[config.mk]
export PLATFORM = sky130hd
export DESIGN_NAME = boot_area_and_readout_guard
export DESIGN_NICKNAME = d
export VERILOG_FILES = /design/src/design/guard_pkg.sv /design/src/design/boot_area_and_readout_guard.sv /design/src/design/region_decode.sv
export SDC_FILE = /design/constraint.sdc
export NUM_CORES = 1
export LEC_CHECK = 0
export BUFFER_PORTS_ARGS = -buffer_cell sky130_fd_sc_hd__buf_2
export CAP_MARGIN = 20
export CORE_MARGIN = 10
export CORE_UTILIZATION = 50
export CTS_BUF_LIST = sky130_fd_sc_hd__clkbuf_2 sky130_fd_sc_hd__clkbuf_4 sky130_fd_sc_hd__clkbuf_8
export CTS_CLUSTER_DIAMETER = 50
export DETAILED_ROUTE_END_ITERATION = 10
export PLACE_DENSITY = 0.85
export SYNTH_ARGS = -nofsm -noshare
export SYNTH_HDL_FRONTEND = slang
export SYNTH_HIERARCHICAL = 1
export SYNTH_SLANG_ARGS = --single-unit
export TNS_END_PERCENT = 10
[constraint.sdc]
create_clock -name mclk_i -period 4.75 [get_ports mclk_i]
set_input_delay 0.475 -clock mclk_i [delete_from_list [all_inputs] [get_ports mclk_i]]
set_output_delay 0.475 -clock mclk_i [all_outputs]
set_load 0.05 [all_outputs]
[src/design/guard_pkg.sv]
// constants for the boot area and read-out guard
package guard_pkg;
    localparam int PAGE_BYTES = 512;
    localparam int PAGE_SHIFT = 9;
    localparam int FLASH_BYTES = 131072;
    localparam int ADDR_W = 24;
    localparam int OFF_W = 17;
    localparam int UBR_W = 8;
    localparam logic [23:0] FLASH_BASE = 24'h008000;
    localparam logic [23:0] EEPROM_BASE = 24'h004000;
    localparam int EEPROM_BYTES = 2048;
    localparam int ERASE_CYCLES = 16;
    localparam logic [7:0] UBR_RST = 8'h00;
endpackage : guard_pkg

[src/design/boot_area_and_readout_guard.sv]
// boot region write protect and read-out guard
`timescale 1ns/10ps
module boot_area_and_readout_guard
    import guard_pkg::*;
(
    // clock and reset
    input wire logic mclk_i,
    input wire logic srst_i,
    // mode and configuration
    input wire logic in_circuit_programming_mode_i,
    input wire logic in_application_programming_i,
    input wire logic main_area_unlock_keys_i,
    input wire logic [UBR_W-1:0] ubr_pages_i,
    input wire logic ubr_load_i,
    input wire logic guard_init_i,
    input wire logic guard_load_i,
    input wire logic guard_set_req_i,
    input wire logic guard_val_i,
    // memory access request
    input wire logic acc_req_i,
    input wire logic acc_wr_i,
    input wire logic acc_ext_i,
    input wire logic [ADDR_W-1:0] acc_addr_i,
    // decisions and status
    output logic acc_grant_o,
    output logic acc_deny_o,
    output logic readout_guard_o,
    output logic erase_busy_o,
    output logic erase_start_o,
    output logic [UBR_W-1:0] user_boot_region_o
);
    typedef enum logic [1:0] {
        ST_RUN = 2'b01,
        ST_ERASE = 2'b10
    } st_e;

    typedef struct packed {
        st_e st;
        logic guard;
        logic [UBR_W-1:0] pages;
        logic [4:0] cnt;
        logic grant;
        logic deny;
        logic start;
    } state_s;

    state_s s_r;
    state_s s_nxt;
    logic in_flash;
    logic in_eeprom;
    logic in_boot;
    logic allow;
    // deny causes, kept apart so each rule reads on its own
    logic deny_busy;
    logic deny_guard;
    logic deny_boot;
    logic deny_main;

    region_decode u_dec (
        .addr_i(acc_addr_i),
        .pages_i(s_r.pages),
        .in_flash_o(in_flash),
        .in_eeprom_o(in_eeprom),
        .in_boot_o(in_boot)
    );

    always_comb begin
        // nothing passes while memory is being wiped
        deny_busy = (s_r.st != ST_RUN);
        deny_guard = acc_ext_i && s_r.guard && (in_flash || in_eeprom);
        // keys are not looked at here: they never open the boot region
        deny_boot = acc_wr_i && in_boot && in_application_programming_i;
        deny_main = acc_wr_i && in_flash && !in_boot && !main_area_unlock_keys_i
                    && !in_circuit_programming_mode_i;
        allow = !(deny_busy || deny_guard || deny_boot || deny_main);
    end

    always_comb begin
        s_nxt = s_r;
        s_nxt.grant = acc_req_i && allow;
        s_nxt.deny = acc_req_i && !allow;
        s_nxt.start = 1'b0;
        case (s_r.st)
            ST_RUN: begin
                // boot size only accepted from the programmer side
                if (ubr_load_i && in_circuit_programming_mode_i) begin
                    s_nxt.pages = ubr_pages_i;
                end
                if (guard_set_req_i && s_r.guard && !guard_load_i) begin
                    // any toggle attempt on an active guard wipes memory
                    s_nxt.st = ST_ERASE;
                    s_nxt.start = 1'b1;
                    s_nxt.cnt = 5'(ERASE_CYCLES - 1);
                    s_nxt.guard = guard_val_i;
                end else if (guard_set_req_i && !guard_load_i) begin
                    s_nxt.guard = guard_val_i;
                end
            end
            ST_ERASE: begin
                if (s_r.cnt == 5'h00) begin
                    s_nxt.st = ST_RUN;
                end else begin
                    s_nxt.cnt = s_r.cnt - 5'h01;
                end
            end
            default: s_nxt.st = ST_RUN;
        endcase
        // stored option captured after reset wins over a same-cycle request
        if (guard_load_i) begin
            s_nxt.guard = guard_init_i;
        end
    end

    always_ff @(posedge mclk_i) begin
        if (srst_i) begin
            s_r.st <= ST_RUN;
            s_r.guard <= 1'b0;
            s_r.pages <= UBR_RST;
            s_r.cnt <= 5'h00;
            s_r.grant <= 1'b0;
            s_r.deny <= 1'b0;
            s_r.start <= 1'b0;
        end else begin
            s_r <= s_nxt;
        end
    end

    assign acc_grant_o = s_r.grant;
    assign acc_deny_o = s_r.deny;
    assign readout_guard_o = s_r.guard;
    assign erase_busy_o = (s_r.st == ST_ERASE);
    assign erase_start_o = s_r.start;
    assign user_boot_region_o = s_r.pages;

    // access decisions
    a_boot_wr_block: assert property (@(posedge mclk_i) disable iff (srst_i)
        acc_req_i && acc_wr_i && in_boot && in_application_programming_i
        |=> acc_deny_o && !acc_grant_o)
        else $error("boot write granted during application programming");

    a_keys_no_boot: assert property (@(posedge mclk_i) disable iff (srst_i)
        acc_req_i && acc_wr_i && in_boot && main_area_unlock_keys_i && in_application_programming_i
        |=> !acc_grant_o)
        else $error("unlock keys opened boot region");

    a_main_open: assert property (@(posedge mclk_i) disable iff (srst_i)
        acc_req_i && acc_wr_i && in_flash && !in_boot && main_area_unlock_keys_i
        && !acc_ext_i && !erase_busy_o |=> acc_grant_o)
        else $error("unlock keys did not open main area");

    a_guard_blocks: assert property (@(posedge mclk_i) disable iff (srst_i)
        acc_req_i && acc_ext_i && readout_guard_o && (in_flash || in_eeprom)
        |=> acc_deny_o)
        else $error("external access passed guard");

    a_one_answer: assert property (@(posedge mclk_i) disable iff (srst_i)
        acc_req_i |=> acc_grant_o != acc_deny_o)
        else $error("request without exactly one answer");

    a_idle_quiet: assert property (@(posedge mclk_i) disable iff (srst_i)
        !acc_req_i |=> !acc_grant_o && !acc_deny_o)
        else $error("answer without request");

    a_grant_excl: assert property (@(posedge mclk_i) disable iff (srst_i)
        !(acc_grant_o && acc_deny_o))
        else $error("grant and deny together");

    // erase sequence
    a_erase_denies: assert property (@(posedge mclk_i) disable iff (srst_i)
        erase_busy_o && acc_req_i |=> acc_deny_o)
        else $error("access granted during erase");

    a_toggle_erase: assert property (@(posedge mclk_i) disable iff (srst_i)
        guard_set_req_i && readout_guard_o && !erase_busy_o && !guard_load_i
        |=> erase_start_o ##1 erase_busy_o[*8])
        else $error("guard change without erase");

    a_start_busy: assert property (@(posedge mclk_i) disable iff (srst_i)
        erase_start_o |-> erase_busy_o)
        else $error("erase start without busy");

    a_start_pulse: assert property (@(posedge mclk_i) disable iff (srst_i)
        erase_start_o |=> !erase_start_o)
        else $error("erase start longer than one cycle");

    // a cut erase after reset is not a short erase
    a_erase_len: assert property (@(posedge mclk_i) disable iff (srst_i)
        $fell(erase_busy_o) && !$past(srst_i) |-> $past(erase_start_o, ERASE_CYCLES))
        else $error("erase length wrong");

    a_busy_hold_guard: assert property (@(posedge mclk_i) disable iff (srst_i)
        erase_busy_o && !guard_load_i |=> $stable(readout_guard_o))
        else $error("guard changed during erase");

    a_no_erase_idle: assert property (@(posedge mclk_i) disable iff (srst_i)
        guard_set_req_i && !readout_guard_o && !erase_busy_o && !guard_load_i
        |=> !erase_start_o && (readout_guard_o == $past(guard_val_i)))
        else $error("inactive guard not set plainly");

    a_guard_strap: assert property (@(posedge mclk_i) disable iff (srst_i)
        guard_load_i |=> readout_guard_o == $past(guard_init_i))
        else $error("stored guard not captured");

    // reset must clear everything, so no disable here
    a_reset_state: assert property (@(posedge mclk_i)
        srst_i |=> !acc_grant_o && !acc_deny_o && !erase_start_o && !erase_busy_o
        && !readout_guard_o && (user_boot_region_o == UBR_RST))
        else $error("state not cleared by reset");

    // decode and boot size
    a_boot_limit: assert property (@(posedge mclk_i) disable iff (srst_i)
        in_boot |-> (((acc_addr_i - FLASH_BASE) >> PAGE_SHIFT) < ADDR_W'(s_r.pages)))
        else $error("boot decode beyond pages");

    a_boot_pages: assert property (@(posedge mclk_i) disable iff (srst_i)
        (s_r.pages != 8'h00) && (acc_addr_i == FLASH_BASE) |-> in_boot)
        else $error("boot region not at flash start");

    a_flash_span: assert property (@(posedge mclk_i) disable iff (srst_i)
        in_flash |-> (acc_addr_i >= FLASH_BASE) && (acc_addr_i < FLASH_BASE + ADDR_W'(FLASH_BYTES)))
        else $error("flash decode past 128K");

    a_pages_icp: assert property (@(posedge mclk_i) disable iff (srst_i)
        !in_circuit_programming_mode_i |=> $stable(user_boot_region_o))
        else $error("boot size changed outside programming mode");

    a_size_load: assert property (@(posedge mclk_i) disable iff (srst_i)
        ubr_load_i && in_circuit_programming_mode_i && !erase_busy_o
        |=> user_boot_region_o == $past(ubr_pages_i))
        else $error("boot size not loaded in programming mode");
endmodule : boot_area_and_readout_guard

[src/design/region_decode.sv]
// address decoder for flash, eeprom and boot region
`timescale 1ns/10ps
module region_decode
    import guard_pkg::*;
(
    // address and boot size
    input wire logic [ADDR_W-1:0] addr_i,
    input wire logic [UBR_W-1:0] pages_i,
    // decode results
    output logic in_flash_o,
    output logic in_eeprom_o,
    output logic in_boot_o
);
    logic [ADDR_W-1:0] off;
    logic [ADDR_W-1:0] eoff;
    logic [ADDR_W-1:0] limit;
    always_comb begin
        off = addr_i - FLASH_BASE;
        eoff = addr_i - EEPROM_BASE;
        limit = ADDR_W'(pages_i) << PAGE_SHIFT;
        in_flash_o = (addr_i >= FLASH_BASE) && (off < ADDR_W'(FLASH_BYTES));
        in_eeprom_o = (addr_i >= EEPROM_BASE) && (eoff < ADDR_W'(EEPROM_BYTES));
        in_boot_o = in_flash_o && (off < limit);
    end
endmodule : region_decode

==> Word level (Yosys, flattened, before mapping) <==
Index checks and enable logic that the tools add are counted.
{ "totals": {"ff_bits": 19, "in_bits": 45, "output_inout_bits": 13} }
{ "op_classes": {"add_sub_neg": 3, "n_lt_le_gt_ge": 5, "n_eq_ne": 6, "n_mux": 12, "bitwise": 1, "n_reduce_logical": 35} }
{ "op_table": {"columns": ["cell", "count"], "rows": [
  ["greater-or-equal comparator 24 x 15 -> 1 bit, second input constant", 1],
  ["greater-or-equal comparator 24 x 16 -> 1 bit, second input constant", 1],
  ["< comparator 24 x 12 -> 1 bit, second input constant", 1],
  ["< comparator 24 x 17 -> 1 bit", 1],
  ["< comparator 24 x 18 -> 1 bit, second input constant", 1],
  ["subtractor 24 x 15 -> 24 bit, second input constant", 1],
  ["subtractor 24 x 16 -> 24 bit, second input constant", 1],
  ["logical AND 1 bit", 17],
  ["two-way mux 5 bit", 2],
  ["one-hot mux 5 bit (2 select lines)", 1],
  ["two-way mux 9 bit", 1],
  ["two-way mux 8 bit", 1],
  ["AND reduction 2 bit", 3],
  ["logical NOT 1 bit", 5],
  ["logical NOT 5 bit", 1],
  ["subtractor 5 x 1 -> 5 bit, second input constant", 1],
  ["logical OR 1 bit", 4],
  ["two-way mux 1 bit", 4],
  ["two-way mux 2 bit", 2],
  ["!= test 2 x 1 -> 1 bit, second input constant", 2],
  ["!= test 2 bit, second input constant", 2],
  ["one-hot mux 2 bit (2 select lines)", 1],
  ["nonzero test 2 bit", 2],
  ["AND reduction 3 bit", 1],
  ["5 further kinds", 5]
]} }

==> Depth between registers and ports, before layout <==
Gate-level depths: netlist of the first run.
{ "logic_depth": {"depth_word": 11, "ltp_mapped": 9} }

==> By module <==
Netlist of the first run, hierarchy kept.
{ "modules_own_cells": {"columns": ["mod", "instances", "cells_per_inst", "area_each_um2", "seq_area_each_um2"], "rows": [
  ["boot_area_and_readout_guard", 1, 98, 865.8, 380.4],
  ["region_decode", 1, 48, 354.1, 0.0]
]} }

==> Worst setup path after synthesis of the first run <==
Ideal clock, no wire load.
{ "synth_path": {"kind": "input-to-reg", "startpoint": "in acc_addr_i[15]", "endpoint": "reg s_r, in the netlist acc_grant_o", "setup_ns": 0.115, "arrival_time_ns": 2.031, "t_required_ns": 4.635, "slack_ns": 2.604, "stages": 9, "n_path_buf": 0, "cell_sequence": "inv_1 ha_1 or3b_1 and3_2 o211ai_2 a211oi_2 nor4b_1 o21ai_0 nor3b_1"} }
{ "synth_via": {"elab_chain_len": 11, "elab_cells_between_ends": 24, "classes_between": "add/sub: 2; order compare: 5; reduce/logical: 17"} }
{ "synth_rtl": {"columns": ["item", "line_no", "rtl"], "rows": [
  ["start, declared", "boot_area_and_readout_guard.sv:23", "input wire logic [ADDR_W-1:0] acc_addr_i,"],
  ["subtractor 24 x 16 -> 24 bit", "region_decode.sv:18", "off = addr_i - FLASH_BASE;"],
  ["< comparator 24 x 18 -> 1 bit", "region_decode.sv:21", "in_flash_o = (addr_i >= FLASH_BASE) && (off < ADDR_W'(FLASH_BYTES));"],
  ["logical AND 1 bit", "region_decode.sv:21", null],
  ["logical AND 1 bit (*)", "region_decode.sv:23", "in_boot_o = in_flash_o && (off < limit);"],
  ["named net in_boot", "boot_area_and_readout_guard.sv:51", "logic in_boot;"],
  ["logical NOT 1 bit", "boot_area_and_readout_guard.sv:73", "deny_main = acc_wr_i && in_flash && !in_boot && !main_area_unlock_keys_i"],
  ["logical AND 1 bit (2 in a row)", "boot_area_and_readout_guard.sv:73", null],
  ["logical AND 1 bit", "boot_area_and_readout_guard.sv:74", "&& !in_circuit_programming_mode_i;"],
  ["logical OR 1 bit (*)", "boot_area_and_readout_guard.sv:75", "allow = !(deny_busy || deny_guard || deny_boot || deny_main);"],
  ["logical NOT 1 bit (*)", "boot_area_and_readout_guard.sv:75", null],
  ["logical AND 1 bit (*)", "boot_area_and_readout_guard.sv:80", "s_nxt.grant = acc_req_i && allow;"],
  ["end signal, assigned", "boot_area_and_readout_guard.sv:124", "s_r <= s_nxt;"],
  ["end, declared", "boot_area_and_readout_guard.sv:47", "state_s s_r;"]
]} }
The timed path passes the listed nets; every way through them passes the cells marked *.
A chain may end at the register's enable or synchronous reset.

==> Final worst setup path of the first run <==
Same ends and word-level chain as after synthesis.

==> results.sh, run 1 <==
export IMPL_min_path_cells=3
export IMPL_synth_distinct_cells=48
export IMPL_wl_per_cell_um=15.3
export IMPL_clkPwrFrac_pct=25.5
export IMPL_core_um2=2280
export IMPL_fin_skew_ns=0.00899
export IMPL_power_share_combinational_pct=24.8
export IMPL_numPortBuffers=48
export IMPL_insertion_delay_ns=0.29
export IMPL_p_int_mw=0.238
export IMPL_first_global_vias=1158
export IMPL_die_w_um=69.4
export IMPL_holdCritPathClass="in2reg"
export IMPL_grt_max_degree=21
export IMPL_setup_worst_path_class="in2reg"
export IMPL_ant_nets=0
export IMPL_cp_start_kind="input port"
export IMPL_swShare_pct=30.6
export IMPL_finalHoldViolations=0
export IMPL_root_buffer="clkbuf_4"
export IMPL_postCtsSetupBuffers=0
export IMPL_nNetsFinal=242
export IMPL_r2r_start="user_boot_region_o[6]"
export IMPL_synth_area_top_cells="dfxtp_1 31%, ha_1 9.2%, inv_1 5.5%"
export IMPL_yosysMostFrequentCell="dfxtp_1"
export IMPL_route_detailed_drc=0
export IMPL_slew_viol_final=0
export IMPL_powerDensity_nw_per_um2=236
export IMPL_final_util_pct=63.8
export IMPL_end_kind="flop"
export IMPL_ir_drop_uv=172
export IMPL_min_to="user_boot_region_o[5]"
export IMPL_drt_iter0_markers=44
export IMPL_ctsHtreeMaxLevel=1
export IMPL_syn_nets=200
export IMPL_synth_top_area_share_pct=31.2
export IMPL_numClockSinks=19
export IMPL_rr_worst_depth=9
export IMPL_max_slew_worst_pin_slew_ns=0.393
export IMPL_post_route_cells_drive_above_1_share_pct=36.4
export IMPL_initial_core_util_pct=53.6
export IMPL_first_pass_iters=4
export IMPL_rr_endpoint="acc_grant_o"
export IMPL_reg2reg_slack_ns=2.73
export IMPL_fin_crit_sh_pct=46.6
export IMPL_vias=1166
export IMPL_switching_power_mw=0.105
export IMPL_synth_common_cells="19 x dfxtp_1, 18 x inv_1, 18 x nand2_1, 10 x a21oi_1, 9 x ha_1"
export IMPL_async_flop_share_pct=0
export IMPL_outcome="finished clean"
export IMPL_clockBufferDepth=2
export IMPL_grt_pass1_wl_um=5250
export IMPL_synth_edff_count=0
export IMPL_synth_area_um2=1220
export IMPL_diodes=0
export IMPL_cts_hold_buf=0
export IMPL_p_leak_nw=0.709
export IMPL_yosysSeqAreaShare_pct=31.2
export IMPL_cts_made_buffers=3
export IMPL_clkTransAtPathRegs_ns=0.11
export IMPL_place_congestion=0.879
export IMPL_synth_seq_cells=19
export IMPL_fin_area_um2=1450
export IMPL_cp_required_ns=4.96
export IMPL_p_seq_share_pct=49.7
export IMPL_period_needed_ns=2.21
export IMPL_die_area_um2=4820
export IMPL_post_dp_cell_area_um2=1420
export IMPL_ios=58
export IMPL_max_cap_violations=0
export IMPL_min_from="ubr_pages_i[5]"
export IMPL_ys_warn_count=6
export IMPL_critPathArrivalTime_ns=2.43
export IMPL_drt_wl_total_um=3290
export IMPL_clock_fmax_ghz=0.452
export IMPL_synth_area_leader_cell="dfxtp_1"
export IMPL_slew_headroom_pct=73.6
export IMPL_postSynthCellCount=146
export IMPL_syn_to_final_growth_pct=19.1
export IMPL_avgSynthCellArea_um2=8.36
export IMPL_rsz0062_at_grt="false"
export IMPL_row_count=17
export IMPL_cts_tree="done"
export IMPL_tns_ns=0
export IMPL_die_h_um=69.4
export IMPL_grt_overflow=0
export IMPL_hpwl_um=2680
export IMPL_synthFlopType="dfxtp_1"
export IMPL_worstPathMaxFanout=4
export IMPL_antenna_found_initial=0
export IMPL_vias_per_cell=5.42
export IMPL_setup_viol=0
export IMPL_grt_use_total_pct=12.6
export IMPL_ctsResizeCount=0
cells by family after synthesis:
| kind of cell | synth area share (%) |
|---|---|
| flops | 31.2 |
| compound gates | 19.3 |
| simple gates | 26.9 |
| mux | 1.23 |
| fa+ha+maj | 9.23 |
| buf+inv | 11.5 |
| xor+xnor | 0.718 |
sequential cells by signal, summed over array words and instances (netlist names):
signal / flops
erase_start_o: 1
user_boot_region_o: 8
readout_guard_o: 1
acc_grant_o: 1
acc_deny_o: 1
s_r: 7
layout make-up:
cell class / instances / area (um2)
inverter: 18 / 67.6
multi-input combinational: 98 / 699
sequential: 19 / 380
timing repair buffer: 48 / 240
tap: 28 / 35.0
fill: 205 / 823
clock buffer: 4 / 30.0
power by group through the flow:
stage          logic, mW  clock network [mW]  registers (mW)
2_1_floorplan     0.0527                   0           0.178
3_3_place_gp      0.0794                   0           0.174
3_5_place_dp      0.0840                   0           0.174
4_1_cts           0.0842              0.0897           0.170
5_1_grt           0.0925              0.0957           0.171
6_report          0.0849              0.0873           0.170
cells in the final DEF (no fill, tap or decap), drive strengths merged, types with 2 or more instances in the layout:
| master | netlist | layout |
|---|---|---|
| and3 | 2 | 2 |
| nand2 | 18 | 18 |
| a31o | 2 | 2 |
| nor3 | 3 | 3 |
| nand3b | 2 | 2 |
| inv | 18 | 18 |
| a211oi | 3 | 3 |
| nor2b | 2 | 2 |
| nor2 | 8 | 8 |
| dfxtp | 19 | 19 |
| a21oi | 10 | 10 |
| and4b | 2 | 2 |
| o21ai | 4 | 4 |
| clkbuf | 2 | 4 |
| or3b | 2 | 2 |
| buf | 9 | 48 |
| nand2b | 3 | 3 |
| o211ai | 2 | 2 |
| nand3 | 2 | 2 |
| nor4 | 3 | 3 |
| ha | 9 | 9 |
through the flow:
step | total power, mW | hold WS [ns] | worst slack [ns] | std cells
6_report | 0.343 | 0.408 | 2.54 | 215
3_5_place_dp | 0.258 | 0.466 | 2.28 | 211
5_1_grt | 0.360 | 0.405 | 2.36 | 215
2_1_floorplan | 0.231 | 0.450 | 2.60 | 146
3_3_place_gp | 0.253 | 0.457 | 2.34 | 211
4_1_cts | 0.344 | 0.401 | 2.57 | 215
per-layer routing:
layer | global-route usage, % | part of all wire, %
met1 | 12.9 | 43
met2 | 23.1 | 50
met3 | 4.28 | 6.6
met4 | 4.43 | 0.52
met5 | 0 | 0
critical path, cell delays in order:
cell	delay (ns)
buf_2	0.12
inv_1	0.08
ha_1	0.20
or3b_1	0.42
o32ai_2	0.28
o211ai_2	0.14
a211oi_2	0.23
nor4b_1	0.08
o21ai_0	0.20
nor3b_1	0.20
worst max path at each step:
stage,to,slack (ns),start,cells past startpoint
6_report,acc_grant_o,2.54,acc_addr_i[15],10
2_1_floorplan,acc_grant_o,2.60,acc_addr_i[15],9
3_5_place_dp,acc_grant_o,2.28,acc_addr_i[15],10
3_3_place_gp,acc_grant_o,2.34,acc_addr_i[15],10
5_1_grt,acc_deny_o,2.36,acc_addr_i[15],9
4_1_cts,acc_grant_o,2.57,acc_addr_i[15],10
Note: power is estimated with default switching activity, not from simulation.
==> inputs of run 2 (changes only) <==
--- a/config.mk
+++ b/config.mk
@@ -8,11 +8,11 @@
 export BUFFER_PORTS_ARGS = -buffer_cell sky130_fd_sc_hd__buf_2
 export CAP_MARGIN = 20
 export CORE_MARGIN = 10
-export CORE_UTILIZATION = 50
+export CORE_UTILIZATION = 43
 export CTS_BUF_LIST = sky130_fd_sc_hd__clkbuf_2 sky130_fd_sc_hd__clkbuf_4 sky130_fd_sc_hd__clkbuf_8
 export CTS_CLUSTER_DIAMETER = 50
 export DETAILED_ROUTE_END_ITERATION = 10
-export PLACE_DENSITY = 0.85
+export PLACE_DENSITY = 0.78
 export SYNTH_ARGS = -nofsm -noshare
 export SYNTH_HDL_FRONTEND = slang
 export SYNTH_HIERARCHICAL = 1
==> constraint.sdc (replaced) <==
create_clock -name mclk_i -period 1.77 [get_ports mclk_i]
set_input_delay 0.177 -clock mclk_i [delete_from_list [all_inputs] [get_ports mclk_i]]
set_output_delay 0.177 -clock mclk_i [all_outputs]
set_load 0.05 [all_outputs]
==> results.sh, run 2 (synthesis results as in run 1) <==
export IMPL_outcome="complete, but fails checks"
export IMPL_violations="setup timing"
export IMPL_top_layer="met4"
export IMPL_core_um2=2730
export IMPL_row_count=19
export IMPL_p_leak_nw=0.814
export IMPL_vias_per_cell=5.19
export IMPL_rsz0062_at_grt="true"
export IMPL_grt_pass1_wl_um=5260
export IMPL_num_fill_cells=238
export IMPL_die_area_um2=5370
export IMPL_final_common_cell="buf_2"
export IMPL_die_h_um=73.3
export IMPL_setup_viol=2
export IMPL_multi_input_comb_area_um2=803
export IMPL_cp_required_ns=1.99
export IMPL_worstPathMaxFanout=2
export IMPL_ios=58
export IMPL_post_dp_cell_area_um2=1550
export IMPL_syn_to_final_growth_pct=39.3
export IMPL_clkTransAtPathRegs_ns=0.11
export IMPL_max_cap_violations=0
export IMPL_ir_drop_uv=404
export IMPL_slew_headroom_pct=76.7
export IMPL_grt_use_total_pct=12.0
export IMPL_slew_viol_final=0
export IMPL_route_detailed_drc=0
export IMPL_cts_tree="done"
export IMPL_nNetsFinal=260
export IMPL_cp_start_kind="flop"
export IMPL_fin_skew_ns=0.00404
export IMPL_tns_ns=-0.0847
export IMPL_fin_area_um2=1700
export IMPL_dr_wl_met3_um=217
export IMPL_holdCritPathClass="in2reg"
export IMPL_hpwl_um=2550
export IMPL_ctsHtreeMaxLevel=1
export IMPL_post_route_cells_drive_above_1_share_pct=53.2
export IMPL_drt_wl_total_um=3310
export IMPL_pre_cts_ws_ns=-0.251
export IMPL_end_kind="flop"
export IMPL_worst_slack_ns=-0.0578
export IMPL_finalHoldViolations=0
export IMPL_numClockSinks=19
export IMPL_cts_hold_buf=0
export IMPL_critPathArrivalTime_ns=2.04
export IMPL_met2WireLength_um=1770
export IMPL_powerDensity_nw_per_um2=563
export IMPL_place_congestion=0.834
export IMPL_vias=1225
export IMPL_fin_crit_sh_pct=103
export IMPL_diodes=0
export IMPL_ant_nets=0
export IMPL_grt_max_degree=21
export IMPL_grt_overflow=0
export IMPL_final_cell_mix="48 x buf_2, 18 x nand2_1, 18 x buf_4"
export IMPL_timing_hold_ws_ns=0.0986
export IMPL_clock_fmax_ghz=0.547
export IMPL_regArea_um2=387
export IMPL_m1WireLength_um=1270
export IMPL_first_pass_iters=4
export IMPL_max_slew_worst_pin_slew_ns=0.348
export IMPL_setup_worst_path_class="reg2reg"
export IMPL_first_global_vias=1247
export IMPL_insertion_delay_ns=0.30
export IMPL_numPortBuffers=48
export IMPL_antenna_found_initial=0
export IMPL_initial_core_util_pct=44.6
export IMPL_root_buffer="clkbuf_4"
export IMPL_cts_made_buffers=3
export IMPL_largest_register_ffs=8
export IMPL_drt_iter0_markers=37
export IMPL_die_w_um=73.3
export IMPL_clockBufferDepth=2
export IMPL_wl_per_cell_um=14.0
export IMPL_period_needed_ns=1.83
## run 2: cell type report
class                   instances  area share [%]
multi-input cells              98            47.3
flip-flops and latches         19            22.8
repair buffers                 66            22.1
inverters                      18            3.98
well taps                      31            2.28
clock buffers                   3            1.33
clock inverters                 1           0.295
## run 2: worst max-delay path, stage by stage (launching register included)
cell,delay (ns)
dfxtp_2,0.35
inv_2,0.05
ha_4,0.22
and4_1,0.20
o21ai_2,0.08
o221ai_2,0.12
a211oi_2,0.28
and2_1,0.18
o21ai_2,0.07
a31oi_1,0.20
## run 2: worst paths after layout
path / depth (start not counted) / endpoint / slack, ns / start
worst max-delay path: 9 / acc_deny_o / -0.06 / user_boot_region_o[3]
worst min-delay path: 3 / user_boot_region_o[5] / 0.1 / ubr_pages_i[5]
worst max register to register: 9 / acc_deny_o / -0.06 / user_boot_region_o[3]
worst min register to register: 2 / user_boot_region_o[7] / 0.48 / user_boot_region_o[7]
## run 2: timing repair
item,CTS,global route
buffers inserted,0,2
pin swaps,9,10
endpoints found under the setup margin,2,3
gates resized for setup,17,7
## run 2: layer usage
metal	vias to the layer above	GRT usage [%]
met3	6	3.50
met5	-	0
li1	624	-
met4	0	4.43
met1	568	11.1
met2	27	23.6
## run 2: power breakdown
part           leakage [nW]  total, mW  switching [mW]  internal [mW]
Sequential            0.157      0.458          0.0120          0.446
Combinational         0.639      0.280           0.152          0.128
Clock                0.0177      0.219           0.134         0.0841
Total                 0.814      0.956           0.298          0.657
## run 2: per-stage QoR
stage                     power [mW]  instances  util, %
final                          0.956        236     62.2
after global routing            1.01        236     62.2
after CTS                      0.947        234     60.3
after detailed placement       0.713        230     56.8
after global placement         0.710        230     56.8
after floorplan                0.620        146        -
